$ cat config.mk
export PLATFORM = sky130hd
export DESIGN_NAME = wdt_halt_wake
export DESIGN_NICKNAME = d
export VERILOG_FILES = /design/src/shared/wdt_halt_pkg.sv /design/src/rtl/wdt_halt_wake.sv
export SDC_FILE = /design/constraint.sdc
export NUM_CORES = 1
export LEC_CHECK = 0
export ABC_AREA = 1
export BUFFER_PORTS_ARGS = -buffer_cell sky130_fd_sc_hd__buf_2
export CELL_PAD_IN_SITES_DETAIL_PLACEMENT = 0
export CELL_PAD_IN_SITES_GLOBAL_PLACEMENT = 2
export CORE_AREA = 2 2 88 133
export DETAILED_ROUTE_END_ITERATION = 10
export DIE_AREA = 0 0 90 135
export PLACE_DENSITY = 0.91
export SYNTH_ARGS = -nofsm -noshare
export SYNTH_HDL_FRONTEND = slang
export SYNTH_SLANG_ARGS = --single-unit
$ cat constraint.sdc
create_clock -name mclk_i -period 5 [get_ports mclk_i]
set_clock_uncertainty 0.1 [all_clocks]
set_input_delay 0.5 -clock mclk_i [delete_from_list [all_inputs] [get_ports mclk_i]]
set_output_delay 0.5 -clock mclk_i [all_outputs]
set_load 0.005 [all_outputs]
$ cat src/shared/wdt_halt_pkg.sv
// Constants, register map and state types of the watchdog and halt/wake-up block
package wdt_halt_pkg;

   // Data-memory register addresses
   localparam logic [6:0] WATCHDOG_PRESCALE_SELECT_ADDR   = 7'h09;
   localparam logic [6:0] STATUS_ADDR = 7'h0A;
   localparam logic [6:0] INTERRUPT_CONTROL_ADDR   = 7'h0B;

   // Field positions
   localparam int PDF_BIT = 4;
   localparam int TO_BIT  = 5;
   localparam int EMI_BIT = 0;
   localparam int EEI_BIT = 1;
   localparam int ETI_BIT = 2;
   localparam int EIF_BIT = 4;
   localparam int TF_BIT  = 5;

   // Values after reset
   localparam logic [7:0] WATCHDOG_PRESCALE_SELECT_RST = 8'h07;

   // Cycle counts
   localparam int         STARTUP_CYC = 1024;   // Start-up delay in system clocks
   localparam logic [7:0] BASE_LAST   = 8'hFF;  // Last count of the fixed /256 stage
   localparam logic [1:0] IDIV_LAST   = 2'h3;   // System clock / 4 instruction clock
   localparam logic [1:0] IDIV_HALF   = 2'h1;

   // Watchdog clock source options
   localparam logic [1:0] SRC_WDT_OSC = 2'h0;
   localparam logic [1:0] SRC_RTC     = 2'h1;
   localparam logic [1:0] SRC_INSTR   = 2'h2;

   typedef enum logic [1:0] {ST_STARTUP, ST_RUN, ST_HALT} mode_t;

   // Mask options fixed at build time
   typedef struct packed {
      logic       wdt_en;       // Watchdog enabled
      logic [1:0] wdt_src;      // Watchdog clock source
      logic       pair_mode;    // Two distinct kick instructions needed
      logic       rc_osc;       // External RC system oscillator chosen
      logic       rtc_en;       // Real-time crystal oscillator enabled
      logic       wdt_osc_en;   // Dedicated watchdog oscillator enabled
      logic [7:0] pa_wake;      // Port A wake-up enables
   } opt_t;

   // One-cycle instruction events from the core
   typedef struct packed {
      logic kick_single_instr;
      logic kick_first_half;
      logic kick_second_half;
      logic halt_instr;
   } evt_t;

   // Whole state of the block
   typedef struct packed {
      mode_t       state;
      logic [10:0] sup_cnt;
      logic [7:0]  pre_cnt;
      logic [6:0]  ratio_cnt;
      logic        kick1;
      logic        kick2;
      logic [1:0]  idiv;
      logic        clkout;
      logic [7:0]  watchdog_prescale_select;
      logic        master_irq_enable;
      logic        ext_irq_enable;
      logic        timer_irq_enable;
      logic        ext_irq_flag;
      logic        tf;
      logic        powerdown_flag;
      logic        to;
      logic [1:0]  halt_mask;
      logic [7:0]  pa_prev;
      logic        chip_rst;
      logic        warm_rst;
      logic [1:0]  svc;
      logic [7:0]  rd_data;
   } st_t;

endpackage : wdt_halt_pkg

$ cat src/rtl/wdt_halt_wake.sv
// Watchdog timer, halt and wake-up control with interrupt request and enable bits
//
// Summary of operation
// - Request flags stay set until serviced, cleared by software, or cleared by a pin or watchdog chip reset.
// - Master, external and timer enables all gate servicing of a request.
// - External RC option drives the clock pin at system clock over four.
// - Watchdog clock chosen from its oscillator, crystal clock or instruction clock.
// - With the watchdog disabled, counting, overflow and kicks do nothing; halt still sets power-down and clears expired.
// - Watchdog clock first divided by 256 for the base period.
// - Prescale bits 2..0 add division 1:1 up to 1:128, doubling per step.
// - Prescale bit 3 and bits 7..4 are plain user storage.
// - Overflow while running gives a chip reset and sets the expired flag.
// - Overflow while halted gives a warm reset and wakes the device.
// - Reset pin, kick instructions and halt clear watchdog and prescaler.
// - Single mode: one kick clears; paired mode: both distinct kicks needed.
// - Halt stops system clock; watchdog oscillator keeps counting from cleared.
// - Halt keeps state, sets power-down flag, clears expired flag.
// - Instruction-clocked watchdog stops in halt; a reset, interrupt or port A wake-up restarts it.
// - Halt exits by reset, interrupt, port A falling edge or overflow.
// - Each port A pin selectable as wake source; resumes after halt.
// - Interrupt wake services only if enabled and stack not full.
// - A request already set at halt entry does not wake that halt.
// - Every wake-up waits 1024 system clocks before execution resumes.
// - Power-down flag cleared by power-up or kick, set only by halt.
// - An enabled crystal oscillator keeps counting the watchdog in halt.
// - Status bits 4 and 5 hold the flags; writes do not alter them.
// - Reset and wake-up both add a 1024-clock start-up delay.

`timescale 1ns/100ps
`default_nettype none

module wdt_halt_wake
   import wdt_halt_pkg::*;
(
   input  wire logic       mclk_i,        // System clock, 50 MHz
   input  wire logic       rst_n_i,       // Reset pin, synchronous, active low
   input  wire opt_t       opt_i,         // Build-time options
   input  wire evt_t       evt_i,         // Instruction events, one-cycle pulses
   input  wire logic       wdt_osc_tick_i, // Watchdog oscillator tick
   input  wire logic       rtc_tick_i,    // Crystal oscillator tick
   input  wire logic       ext_irq_i,     // External interrupt event pulse
   input  wire logic       timer_irq_i,   // Timer overflow event pulse
   input  wire logic       stack_full_i,  // Stack has no free level
   input  wire logic [7:0] pa_i,          // Port A pin levels
   input  wire logic [6:0] addr_i,        // Data-memory address
   input  wire logic       wr_i,          // Write strobe
   input  wire logic [7:0] wdata_i,       // Write data
   output logic      [7:0] rdata_o,       // Read data, one cycle after address
   output logic            run_o,         // Core may execute
   output logic            halted_o,      // System oscillator stopped
   output logic            chip_rst_o,    // Watchdog chip reset pulse
   output logic            warm_rst_o,    // Program counter and stack pointer reset pulse
   output logic      [1:0] svc_o,         // Service pulse: bit0 external, bit1 timer
   output logic            clkout_pin_o   // Clock output pin
);

   st_t        st_q;
   st_t        st_d;
   logic       wtick;
   logic       itick;
   logic       ovf;
   logic       kick;
   logic       wr_interrupt_control;
   logic [6:0] ratio_lim;
   logic [7:0] pa_fall;
   logic       irq_wake;
   logic       wake;

   ////////////////////////////////////////////////////////////////////////////
   // Watchdog clock selection and overflow detection
   always_comb
   begin
      itick     = (st_q.idiv == IDIV_LAST) && (st_q.state != ST_HALT);
      case (opt_i.wdt_src)
         SRC_WDT_OSC: wtick = wdt_osc_tick_i && opt_i.wdt_osc_en;
         SRC_RTC:     wtick = rtc_tick_i && opt_i.rtc_en;
         SRC_INSTR:   wtick = itick;
         default:     wtick = 1'b0;
      endcase
      ratio_lim = 7'((8'h01 << st_q.watchdog_prescale_select[2:0]) - 8'h01);
      ovf       = opt_i.wdt_en && wtick && (st_q.pre_cnt == BASE_LAST)
                  && (st_q.ratio_cnt == ratio_lim);
      wr_interrupt_control   = wr_i && (addr_i == INTERRUPT_CONTROL_ADDR);
      pa_fall   = st_q.pa_prev & ~pa_i & opt_i.pa_wake;
   end

   ////////////////////////////////////////////////////////////////////////////
   // Next state of the whole block
   always_comb
   begin
      st_d          = st_q;
      st_d.chip_rst = 1'b0;
      st_d.warm_rst = 1'b0;
      st_d.svc      = 2'b00;
      st_d.pa_prev  = pa_i;
      kick          = 1'b0;
      irq_wake      = 1'b0;
      wake          = 1'b0;

      // Instruction clock divider and clock pin
      if (st_q.state != ST_HALT)
      begin
         st_d.idiv = st_q.idiv + 2'h1;
         if ((st_q.idiv == IDIV_HALF) || (st_q.idiv == IDIV_LAST))
            st_d.clkout = ~st_q.clkout & opt_i.rc_osc;
      end

      // Watchdog counting: fixed /256 stage then ratio stage
      if (opt_i.wdt_en && wtick)
      begin
         st_d.pre_cnt = st_q.pre_cnt + 8'h01;
         if (st_q.pre_cnt == BASE_LAST)
            st_d.ratio_cnt = (st_q.ratio_cnt == ratio_lim) ? 7'h00
                             : st_q.ratio_cnt + 7'h01;
      end

      // Register writes; status flags ignore writes
      if (wr_i && (addr_i == WATCHDOG_PRESCALE_SELECT_ADDR))
         st_d.watchdog_prescale_select = wdata_i;
      if (wr_interrupt_control)
      begin
         st_d.master_irq_enable = wdata_i[EMI_BIT];
         st_d.ext_irq_enable = wdata_i[EEI_BIT];
         st_d.timer_irq_enable = wdata_i[ETI_BIT];
         st_d.ext_irq_flag = wdata_i[EIF_BIT];
         st_d.tf  = wdata_i[TF_BIT];
      end

      // Requests set last so an event wins over a clearing write
      if (st_q.state == ST_RUN && !stack_full_i && st_q.master_irq_enable)
      begin
         if (st_q.ext_irq_flag && st_q.ext_irq_enable)
         begin
            st_d.svc = 2'b01;
            st_d.ext_irq_flag = 1'b0;
            st_d.master_irq_enable = 1'b0;
         end
         else if (st_q.tf && st_q.timer_irq_enable)
         begin
            st_d.svc = 2'b10;
            st_d.tf  = 1'b0;
            st_d.master_irq_enable = 1'b0;
         end
      end
      if (ext_irq_i)
         st_d.ext_irq_flag = 1'b1;
      if (timer_irq_i)
         st_d.tf = 1'b1;

      // Kick instructions, single or paired
      if (opt_i.wdt_en && st_q.state == ST_RUN)
      begin
         if (!opt_i.pair_mode)
            kick = evt_i.kick_single_instr;
         else
         begin
            st_d.kick1 = st_q.kick1 | evt_i.kick_first_half;
            st_d.kick2 = st_q.kick2 | evt_i.kick_second_half;
            kick = st_d.kick1 && st_d.kick2;
         end
      end
      if (kick)
      begin
         st_d.pre_cnt   = 8'h00;
         st_d.ratio_cnt = 7'h00;
         st_d.kick1     = 1'b0;
         st_d.kick2     = 1'b0;
         st_d.powerdown_flag       = 1'b0;
         st_d.to        = 1'b0;
      end

      // Operating mode sequence
      case (st_q.state)
         ST_STARTUP:
         begin
            st_d.sup_cnt = st_q.sup_cnt + 11'h001;
            if (st_q.sup_cnt == 11'(STARTUP_CYC - 1))
            begin
               st_d.state   = ST_RUN;
               st_d.sup_cnt = 11'h000;
            end
         end
         ST_RUN:
         begin
            if (ovf)
            begin
               st_d           = st_q;  // Chip reset returns control bits to reset values
               st_d.idiv      = st_q.idiv + 2'h1;
               st_d.clkout    = 1'b0;
               st_d.pa_prev   = pa_i;
               st_d.state     = ST_STARTUP;
               st_d.sup_cnt   = 11'h000;
               st_d.pre_cnt   = 8'h00;
               st_d.ratio_cnt = 7'h00;
               st_d.kick1     = 1'b0;
               st_d.kick2     = 1'b0;
               st_d.watchdog_prescale_select      = WATCHDOG_PRESCALE_SELECT_RST;
               {st_d.master_irq_enable, st_d.ext_irq_enable, st_d.timer_irq_enable, st_d.ext_irq_flag, st_d.tf} = 5'h00;
               st_d.to        = 1'b1;
               st_d.chip_rst  = 1'b1;
               st_d.svc       = 2'b00;
            end
            else if (evt_i.halt_instr)
            begin
               st_d.state     = ST_HALT;
               st_d.pre_cnt   = 8'h00;
               st_d.ratio_cnt = 7'h00;
               st_d.kick1     = 1'b0;
               st_d.kick2     = 1'b0;
               st_d.powerdown_flag       = 1'b1;
               st_d.to        = 1'b0;
               st_d.halt_mask = {st_d.tf, st_d.ext_irq_flag};
               st_d.clkout    = 1'b0;
            end
         end
         ST_HALT:
         begin
            irq_wake = (ext_irq_i && !st_q.halt_mask[0])
                       || (timer_irq_i && !st_q.halt_mask[1]);
            wake     = irq_wake || (pa_fall != 8'h00) || ovf;
            if (ovf)
            begin
               st_d.to       = 1'b1;
               st_d.warm_rst = 1'b1;
            end
            if (wake)
            begin
               st_d.state   = ST_STARTUP;
               st_d.sup_cnt = 11'h000;
            end
         end
         default:
            st_d.state = ST_STARTUP;
      endcase

      // Register read data
      case (addr_i)
         WATCHDOG_PRESCALE_SELECT_ADDR:   st_d.rd_data = st_q.watchdog_prescale_select;
         STATUS_ADDR: st_d.rd_data = {2'b00, st_q.to, st_q.powerdown_flag, 4'h0};
         INTERRUPT_CONTROL_ADDR:   st_d.rd_data = {2'b00, st_q.tf, st_q.ext_irq_flag, 1'b0,
                                      st_q.timer_irq_enable, st_q.ext_irq_enable, st_q.master_irq_enable};
         default:     st_d.rd_data = 8'h00;
      endcase

      // Reset pin initialises everything and starts the start-up delay
      if (!rst_n_i)
      begin
         st_d      = '0;
         st_d.watchdog_prescale_select = WATCHDOG_PRESCALE_SELECT_RST;
      end
   end

   ////////////////////////////////////////////////////////////////////////////
   // State register
   always_ff @(posedge mclk_i)
   begin
      st_q <= st_d;
   end

   ////////////////////////////////////////////////////////////////////////////
   // Outputs straight from state flip-flops
   assign rdata_o      = st_q.rd_data;
   assign run_o        = (st_q.state == ST_RUN);
   assign halted_o     = (st_q.state == ST_HALT);
   assign chip_rst_o   = st_q.chip_rst;
   assign warm_rst_o   = st_q.warm_rst;
   assign svc_o        = st_q.svc;
   assign clkout_pin_o = st_q.clkout;
endmodule : wdt_halt_wake

`default_nettype wire

==> results of run 1 <==
[cells in the mapped netlist (7+ instances only)]
library cell,count
nand2_1,109
dfxtp_1,70
inv_1,67
nor2_1,58
nand3_1,37
a21oi_1,25
o21ai_0,22
nor3_1,13
buf_4,11
nand4_1,10
ha_1,9
xor2_1,7
[registers in the layout, summed over array words and instances (netlist names)]
name          cells
chip_rst_o        1
svc_o             2
rdata_o           8
warm_rst_o        1
st_q             57
clkout_pin_o      1
[critical path, cell delays in order (launching register included)]
cell,delay [ns]
dfxtp_1,0.38
inv_1,0.08
ha_1,0.27
inv_1,0.13
nand3_1,0.09
nand2_1,0.08
nand3_2,0.16
nor2_4,0.27
nand3_4,0.16
nor2_1,0.23
nor2_1,0.14
inv_2,0.20
a21oi_1,0.06
[per-stage QoR]
stage	setup WS [ns]	std cells
floorplan	2.928	500
global placement	2.429	692
detailed placement	2.340	692
CTS	2.484	708
global route	2.253	708
finish	2.533	708
[area by class of cell]
type	count	area, um^2	share of cell area (%)
inverter	71	266.5	6.320
clock inverter	6	62.56	1.484
tap	147	183.9	4.362
sequential	70	1401	33.23
multi-input combinational	340	1753	41.57
clock buffer	10	229.0	5.430
timing repair buffer	64	320.3	7.596
[final timing paths]
path         startpoint          to  depth (start not counted)
max            st_q[68]    st_q[26]                         12
min reg2reg    st_q[32]  rdata_o[3]                          2
min             pa_i[3]    st_q[15]                          3
max reg2reg    st_q[68]    st_q[26]                         12
[report_power, final]
group           total, W  switching (W)  internal (W)
sequential      0.000581     0.00000877      0.000573
clock           0.000628       0.000243      0.000385
combinational  0.0000967      0.0000562     0.0000405
total            0.00131       0.000308      0.000998
[per-layer routing]
layer  vias up  GRT usage [%]  wire length (um)
met5         -              0                 0
met2        50          27.49              4446
li1       1713              -                 -
met1      1415          16.01              3613
met4         0          6.752               184
met3        15          3.404               296
[logic make-up after synthesis]
group / Yosys count / synth area share, %
buf+inv: 90 / 11.17
compound gates: 63 / 9.866
fa+ha+maj: 9 / 3.171
xor+xnor: 8 / 1.973
flops: 70 / 39.46
simple gates: 260 / 34.36
==> reports/metrics.csv, run 1 <==
metric;value;unit
status;complete, no violations;
maxSlewViolCount;0;
worstPathRequired;5.12;ns
synthCells;500;
core_region_area;10940;um^2
fin_util;38.55;%
crit_fanout;10;
ys_ff_latch;70;
synth_seq_area_share;39.46;%
cts-buffers-inserted;9;
cap_violations;0;
vias_per_cell;4.510;
cp.arrival;2.59;ns
die_area;12150;um^2
drive_gt1_share;18.00;%
fin_crit_sh;49.35;%
h-tree-depth;3;
grt_overflow;0;
worst_pin_slew;0.5571;ns
p_total;0.001306;W
synth.area.top_cells;dfxtp_1 (39%), nand2_1 (12%), inv_1 (7.1%);
cp-end-kind;register;
grt_pass1_wl;14360;um
final_common_cell;nand2_1;
yosys_warnings;0;
dp_hpwl;6662;um
die_x;90;um
routed_wl;8540;um
antenna_found_initial;0;
grt_pass1_vias;3194;
syn_area;3551;um^2
yosysTopAreaCell;dfxtp_1;
firstDrtPassIters;4;
cts_tree;yes;
cts_setup_buffers;0;
post_cts_resized;0;
place.gp.congestion;0.8165;
drtIter0Drc;81;
power.density;309.8;nW/um^2
avgSynthCellArea;7.102;um^2
row_count;47;
grt_max_degree;26;
rsz0062_at_grt;no;
clock.fmax;0.4053;GHz
initial_core_util;32.46;%
timing.setup.critical_path_class;reg -> reg;
period_needed;2.467;ns
async_flop_share;0;%
design_area;4217;um^2
hp-class;in -> reg;
drc_errors;0;
ctsHoldBuffers;0;
syn-num-nets;559;
ys.flop_type;dfxtp_1;
clock-root-buffer;clkbuf_16;
mostFrequentLayoutCells;nand2_1 (109), dfxtp_1 (70), inv_1 (67), buf_2 (64), nor2_1 (58);
area_delta_synth_final;18.75;%
io_buffers;64;
reg2reg_slack;2.53;ns
wl_per_cell;12.06;um
ctsLongestPathBuffers;2;
grtUsageTotal;14.86;%
fillCellCount;1215;
clkSlewWorstSetupHoldPaths;0.06;ns
p_leak;1.989;nW
clk_latency;0.33;ns
hold_viol;0;
ant_nets;0;
synth_edf_count;0;
hold-worst-slack;0.2529;ns
irDropWorstVdd;155.9;uV
finalSetupTns;0;ns
fin_nets;615;
synth.distinct_cells;41;
die_h;135;um
maxSlewHeadroom;62.63;%
finalSetupViolations;0;
synth_top_area_share;39.46;%
vias;3193;
pin_count;65;
dpl_cell_area;3925;um^2
n_antenna_cell;0;
start_kind;register;
cts_sinks;70;
(Power assumes the default switching activity.)
==> run 2, diff against run 1 <==
--- a/config.mk
+++ b/config.mk
@@ -9,10 +9,10 @@
 export BUFFER_PORTS_ARGS = -buffer_cell sky130_fd_sc_hd__buf_2
 export CELL_PAD_IN_SITES_DETAIL_PLACEMENT = 0
 export CELL_PAD_IN_SITES_GLOBAL_PLACEMENT = 2
-export CORE_AREA = 2 2 88 133
+export CORE_AREA = 2 2 95 143
 export DETAILED_ROUTE_END_ITERATION = 10
-export DIE_AREA = 0 0 90 135
-export PLACE_DENSITY = 0.91
+export DIE_AREA = 0 0 97 145
+export PLACE_DENSITY = 0.83
 export SYNTH_ARGS = -nofsm -noshare
 export SYNTH_HDL_FRONTEND = slang
 export SYNTH_SLANG_ARGS = --single-unit
==> constraint.sdc (replaced) <==
create_clock -name mclk_i -period 2.2 [get_ports mclk_i]
set_clock_uncertainty 0.1 [all_clocks]
set_input_delay 0.22 -clock mclk_i [delete_from_list [all_inputs] [get_ports mclk_i]]
set_output_delay 0.22 -clock mclk_i [all_outputs]
set_load 0.005 [all_outputs]
==> run 2 against run 1 <==
Effect of this change:
- sequential power is 130% higher
- global-route usage decreased by 1.5 points
- largest power group unchanged
- largest cell class unchanged
- register-to-register slack worse by 2.3 ns
==> reports/metrics.csv, run 2 (same netlist as run 1, synthesis figures left out) <==
metric;value;unit;change
fin_nets;633;;+2.9%
routed_wl;9250;um;+8.3%
drc_errors;0;;unchanged
mostFrequentLayoutCells;nand2_1 (108), dfxtp_1 (67), inv_1 (66), buf_2 (64), nor2_1 (56);;
final_common_cell;nand2_1;;
place.gp.congestion;0.8091;;-0.91%
vias_per_cell;4.579;;+1.5%
die_area;14070;um^2;+16%
core_region_area;12830;um^2;+17%
vias;3375;;+5.7%
cts_tree;yes;;
hp-class;in -> reg;;
cts_setup_buffers;0;;unchanged
n_antenna_cell;0;;unchanged
cap_violations;0;;unchanged
hold-worst-slack;0.05526;ns;-0.1977 ns
cp.arrival;2.14;ns;-0.45 ns
cp_top_family;simple AND/OR/NAND/NOR gates;;
internal-power;0.002309;W;+130%
power.density;679.8;nW/um^2;+120%
clock-root-buffer;clkbuf_16;;
status;complete, no violations;;
worstPathRequired;2.33;ns;-2.79 ns
grtUsageTotal;13.35;%;-1.5 points
max_stage_delay;0.35;ns;-0.03 ns
initial_core_util;27.69;%;-4.8 points
clk_latency;0.34;ns;about the same
fin_crit_sh;91.53;%;+42 points
grt_overflow;0;;unchanged
ctsLongestPathBuffers;2;;unchanged
ant_nets;0;;unchanged
pin_count;65;;unchanged
die_h;145;um;+7.4%
crit_slowest_cell;dfxtp_2;;
crit_fanout;9;;-1
largest_register_ffs;57;;unchanged
dp_hpwl;7228;um;+8.5%
drive_gt1_share;20.59;%;+2.6 points
finalSetupTns;0;ns;unchanged
start_kind;register;;
period_needed;2.014;ns;-0.4538 ns
grt_pass1_wl;14950;um;+4.1%
maxSlewHeadroom;71.33;%;+8.7 points
p_leak;2.094;nW;+5.3%
area_delta_synth_final;24.52;%;
h-tree-depth;3;;unchanged
worstReg2RegStart;st_q[68];;
min_from;wdata_i[6];;
firstDrtPassIters;4;;unchanged
clock.fmax;0.4966;GHz;+23%
worst_pin_slew;0.4268;ns;-0.1303 ns
timing.setup.critical_path_class;reg -> reg;;
grt_pass1_vias;3227;;+1.0%
seqPwrFrac;44.0;%;-0.5 points
clock_power_share;47.7;%;-0.4 points
p_sw_share;23.18;%;-0.41 points
die_x;97;um;+7.8%
row_count;51;;+8.5%
clkSlewWorstSetupHoldPaths;0.06;ns;about the same
critical_path.cell_chain;inv_1 > ha_1 > inv_1 > nand3_1 > nand2_1 > nand3_2 > nor2_4 > nand3_4 > nand2_4 > nand3_2 > nor2_1 > nor2_1;;
grt_max_degree;25;;-3.8%
irDropWorstVdd;319.5;uV;+100%
pwr-share-comb;8.3;%;+0.9 points
rsz0062_at_grt;yes;;
drtIter0Drc;102;;+26%
cp-end-kind;register;;
io_buffers;64;;unchanged
cts_sinks;70;;unchanged
finalSetupViolations;0;;unchanged
top_register;st_q;;
antenna_found_initial;0;;unchanged
critical_path_buf_inv_count;2;;-1
critPathLaunch;st_q[68];;
cts-buffers-inserted;9;;unchanged
wl_per_cell;12.55;um;+4.1%
fillCellCount;1374;;+13%
maxSlewViolCount;0;;unchanged
p_switching;0.0006969;W;+130%
hold_viol;0;;unchanged
[run 2: cell types whose count changed in the layout (fill, tap and decap cells not counted), sizes merged]
cell	delta
buf	+8
clkbuf	+1
clkinv	-3
clkinvlp	+2
dlygate4sd3	+8
nand3	+1
[run 2: cell type report]
class | instances | area (um^2) | share of cell area, %
multi-input combinational | 341 | 1793 | 40.55
inverter | 71 | 266.5 | 6.027
clock buffer | 11 | 242.7 | 5.490
tap | 159 | 198.9 | 4.499
clock inverter | 4 | 47.55 | 1.075
timing repair buffer | 80 | 460.4 | 10.41
timing repair inverter | 1 | 7.507 | 0.1698
sequential | 70 | 1405 | 31.78
[run 2: metrics by stage]
stage	instances	instance area, um^2	util [%]	setup slack, ns	total power [W]
CTS	735	4370	34.07	0.08593	0.003046
detailed placement	712	4000	31.19	0.09204	0.001589
global route	737	4422	34.47	-0.003549	0.003138
floorplan	500	3551	-	0.1279	0.001479
finish	737	4422	34.47	0.1864	0.003006
global placement	712	4000	31.19	0.1257	0.001582
[run 2: final timing paths]
check          endpoint  slack (ns)  depth (start not counted)
min            st_q[35]        0.06                          3
max reg2reg    st_q[61]        0.19                         12
max            st_q[61]        0.19                         12
min reg2reg  rdata_o[6]        0.35                          2
[run 2: layer usage]
metal  vias to the layer above  global-route usage [%]  share of wire (%)
met5                         -                       0                  0
met4                         0                   7.113                2.8
met3                        14                   3.035                3.5
met2                        52                   24.24                 53
met1                      1558                   14.10                 40
li1                       1751                       -                  -
[run 2: worst reg2reg max path, stage by stage, from the launching register on]
cell,delay (ns)
dfxtp_2,0.35
inv_1,0.06
ha_1,0.20
inv_1,0.08
nand3_1,0.07
nand2_1,0.07
nand3_2,0.10
nor2_4,0.19
nand3_4,0.15
nand2_4,0.15
nand3_2,0.19
nor2_1,0.14
nor2_1,0.05
[run 2: power groups by stage]
| stage | logic (W) | registers, W | clock network [W] |
|---|---|---|---|
| 5_1_grt | 0.000285 | 0.00133 | 0.00153 |
| 4_1_cts | 0.000251 | 0.00132 | 0.00147 |
| 3_3_place_gp | 0.000234 | 0.00135 | 0 |
| 2_1_floorplan | 0.000134 | 0.00134 | 0 |
| 3_5_place_dp | 0.000240 | 0.00135 | 0 |
| 6_report | 0.000250 | 0.00132 | 0.00143 |
[run 2: timing repair]
action,CTS,global route
endpoints found under the hold margin,8,0
endpoints found under the setup margin,0,33
hold buffers,8,0
gates resized for setup,0,13
==> run 3, diff against run 2 <==
--- a/config.mk
+++ b/config.mk
@@ -9,10 +9,10 @@
 export BUFFER_PORTS_ARGS = -buffer_cell sky130_fd_sc_hd__buf_2
 export CELL_PAD_IN_SITES_DETAIL_PLACEMENT = 0
 export CELL_PAD_IN_SITES_GLOBAL_PLACEMENT = 2
-export CORE_AREA = 2 2 95 143
+export CORE_AREA = 2 2 91 137
 export DETAILED_ROUTE_END_ITERATION = 10
-export DIE_AREA = 0 0 97 145
-export PLACE_DENSITY = 0.83
+export DIE_AREA = 0 0 93 139
+export PLACE_DENSITY = 0.86
 export SYNTH_ARGS = -nofsm -noshare
 export SYNTH_HDL_FRONTEND = slang
 export SYNTH_SLANG_ARGS = --single-unit
==> constraint.sdc (replaced) <==
create_clock -name mclk_i -period 2.1 [get_ports mclk_i]
set_clock_uncertainty 0.1 [all_clocks]
set_input_delay 0.21 -clock mclk_i [delete_from_list [all_inputs] [get_ports mclk_i]]
set_output_delay 0.21 -clock mclk_i [all_outputs]
set_load 0.005 [all_outputs]
==> run 3 against run 2 <==
Effect of this change:
- power grew 7.0%
- clock-buffer cell count down 1
- setup slack worse by 0.043 ns
- final area is 3.1% higher
- maximum frequency rose by 2.9%
- via count is 0.44% higher
- register-to-register slack got worse by 0.04 ns
- sequential share of layout area decreased by 0.98 points
- global-route usage rose by 0.83 points
- first-iteration DRC count rose by 24%
- die area fell by 8.1%
- non-clock buffer count rose by 12
- critical path type unchanged
==> reports/metrics.csv, run 3 (same netlist as run 1, synthesis figures left out) <==
metric;value;unit;change
status;complete, no violations;;
clock-root-buffer;clkbuf_16;;
cap_violations;0;;unchanged
grt_overflow;0;;unchanged
dp_hpwl;6854;um;-5.2%
initial_core_util;30.17;%;+2.5 points
fin_crit_sh;93.19;%;+1.7 points
area_delta_synth_final;28.36;%;
timing.setup.critical_path_class;reg -> reg;;
mostFrequentLayoutCells;nand2_1 (109), dfxtp_1 (68), inv_1 (65), buf_2 (64), nor2_1 (53);;
worst_pin_slew;0.4079;ns;-0.01887 ns
p_leak;2.156;nW;+2.9%
grt_use_met2;24.37;%;+0.13 points
top_register;st_q;;
routed_wl;9073;um;-1.9%
final_common_cell;nand2_1;;
busiest_layer;met2;;
ant_nets;0;;unchanged
grt_pass1_vias;3260;;+1.0%
vias_per_cell;4.581;;about the same
clock.fmax;0.5110;GHz;+2.9%
grtUsageMet1;17.06;%;+3.0 points
antenna_found_initial;0;;unchanged
design_area;4558;um^2;+3.1%
period_needed;1.957;ns;-0.05656 ns
hp-class;in -> reg;;
maxSlewViolCount;0;;unchanged
h-tree-depth;3;;unchanged
pin_count;65;;unchanged
firstDrtPassIters;4;;unchanged
core_region_area;11770;um^2;-8.2%
die_x;93;um;-4.1%
row_count;49;;-3.9%
cts_sinks;70;;unchanged
placedCellCount;715;;+0.42%
clk_latency;0.32;ns;-0.02 ns
power.density;705.8;nW/um^2;+3.8%
die_h;139;um;-4.1%
cts-buffers-inserted;9;;unchanged
drive_gt1_share;23.17;%;+2.6 points
hold_viol;0;;unchanged
worstPathRequired;2.25;ns;-0.08 ns
grt_pass1_wl;14640;um;-2.0%
clkSlewWorstSetupHoldPaths;0.05;ns;about the same
hold-worst-slack;0.06298;ns;+0.007719 ns
io_buffers;64;;unchanged
finalSetupViolations;0;;unchanged
drc_errors;0;;unchanged
vias;3390;;+0.44%
cp.arrival;2.11;ns;-0.03 ns
grtUsageTotal;14.17;%;+0.83 points
maxSlewHeadroom;72.64;%;+1.3 points
grt.met3_usage;2.446;%;-0.59 points
crit_fanout;7;;-2
fin_nets;645;;+1.9%
finalNonFillerCells;740;;+0.41%
dpl_cell_area;4060;um^2;+1.5%
largest_register_ffs;57;;unchanged
irDropWorstVdd;457.6;uV;+43%
start_kind;register;;
place.gp.congestion;0.8226;;+1.7%
wl_per_cell;12.26;um;-2.3%
grt_max_degree;25;;unchanged
cts_tree;yes;;
die_area;12930;um^2;-8.1%
fillCellCount;1267;;-7.8%
cp-end-kind;register;;
n_antenna_cell;0;;unchanged
drtIter0Drc;126;;+24%
ctsLongestPathBuffers;2;;unchanged
## run 3: cell types whose count changed in the layout (fill, tap and decap cells not counted), sizes merged
| cell | previous run | this run |
|---|---|---|
| bufinv | 1 | 2 |
| clkinv | 3 | 1 |
| buf | 72 | 84 |
| clkbuf | 11 | 10 |
| clkinvlp | 2 | 1 |
## run 3: path summary, 6_finish.rpt
path / slack, ns / cells after the start / from / end
worst min register to register: 0.35 / 2 / st_q[35] / rdata_o[6]
worst min-delay path: 0.06 / 3 / wdata_i[6] / st_q[35]
worst max-delay path: 0.14 / 12 / st_q[68] / st_q[65]
worst max register to register: 0.14 / 12 / st_q[68] / st_q[65]
## run 3: metal layers
metal  wire length (um)  vias up  part of all wire [%]
met5                  0        -                     0
met4                204        0                   2.2
met3                322       14                   3.5
met2               4634       62                    51
met1               3911     1544                    43
li1                   -     1770                     -
## run 3: repair_timing
action / in CTS / in global routing
hold endpoints to repair: 8 / 0
resized for setup: 0 / 26
endpoints found under the setup margin: 0 / 35
hold buffers: 8 / 0
buffers inserted: 0 / 3
## run 3: power breakdown
group / switching, W / internal (W) / leakage [nW]
Sequential: 0.0000208 / 0.00136 / 0.568
Combinational: 0.000145 / 0.000116 / 1.44
Clock: 0.000526 / 0.00104 / 0.146
Total: 0.000692 / 0.00252 / 2.16
## run 3: stage by stage
stage               worst slack (ns)  TNS [ns]  util [%]  total power [W]
floorplan                    0.02794         0         -         0.001549
detailed placement           0.04671         0     34.49         0.001659
global route                -0.02184  -0.02220     38.72         0.003339
CTS                          0.02128         0     37.71         0.003257
global placement              0.1256         0     34.49         0.001653
finish                        0.1430         0     38.72         0.003217
## run 3: cell type report
cell class | count | area, um^2 | share of cell area, %
timing repair inverter | 1 | 7.507 | 0.1647
tap | 153 | 191.4 | 4.200
multi-input combinational | 341 | 1828 | 40.10
sequential | 70 | 1404 | 30.80
clock buffer | 10 | 239.0 | 5.243
timing repair buffer | 92 | 561.8 | 12.33
inverter | 71 | 266.5 | 5.847
clock inverter | 2 | 60.06 | 1.318
## run 3: worst max-delay path, cell delays in order, from the launching register on
cell and delay, ns:
dfxtp_2 0.32, inv_1 0.06, ha_2 0.19, inv_2 0.06, nand3_1 0.07, nand2_1 0.08, nand3_2 0.11, nor2_4 0.20
nand3_4 0.15, nand2_4 0.14, buf_6 0.13, nand4_1 0.12, a21oi_2 0.15
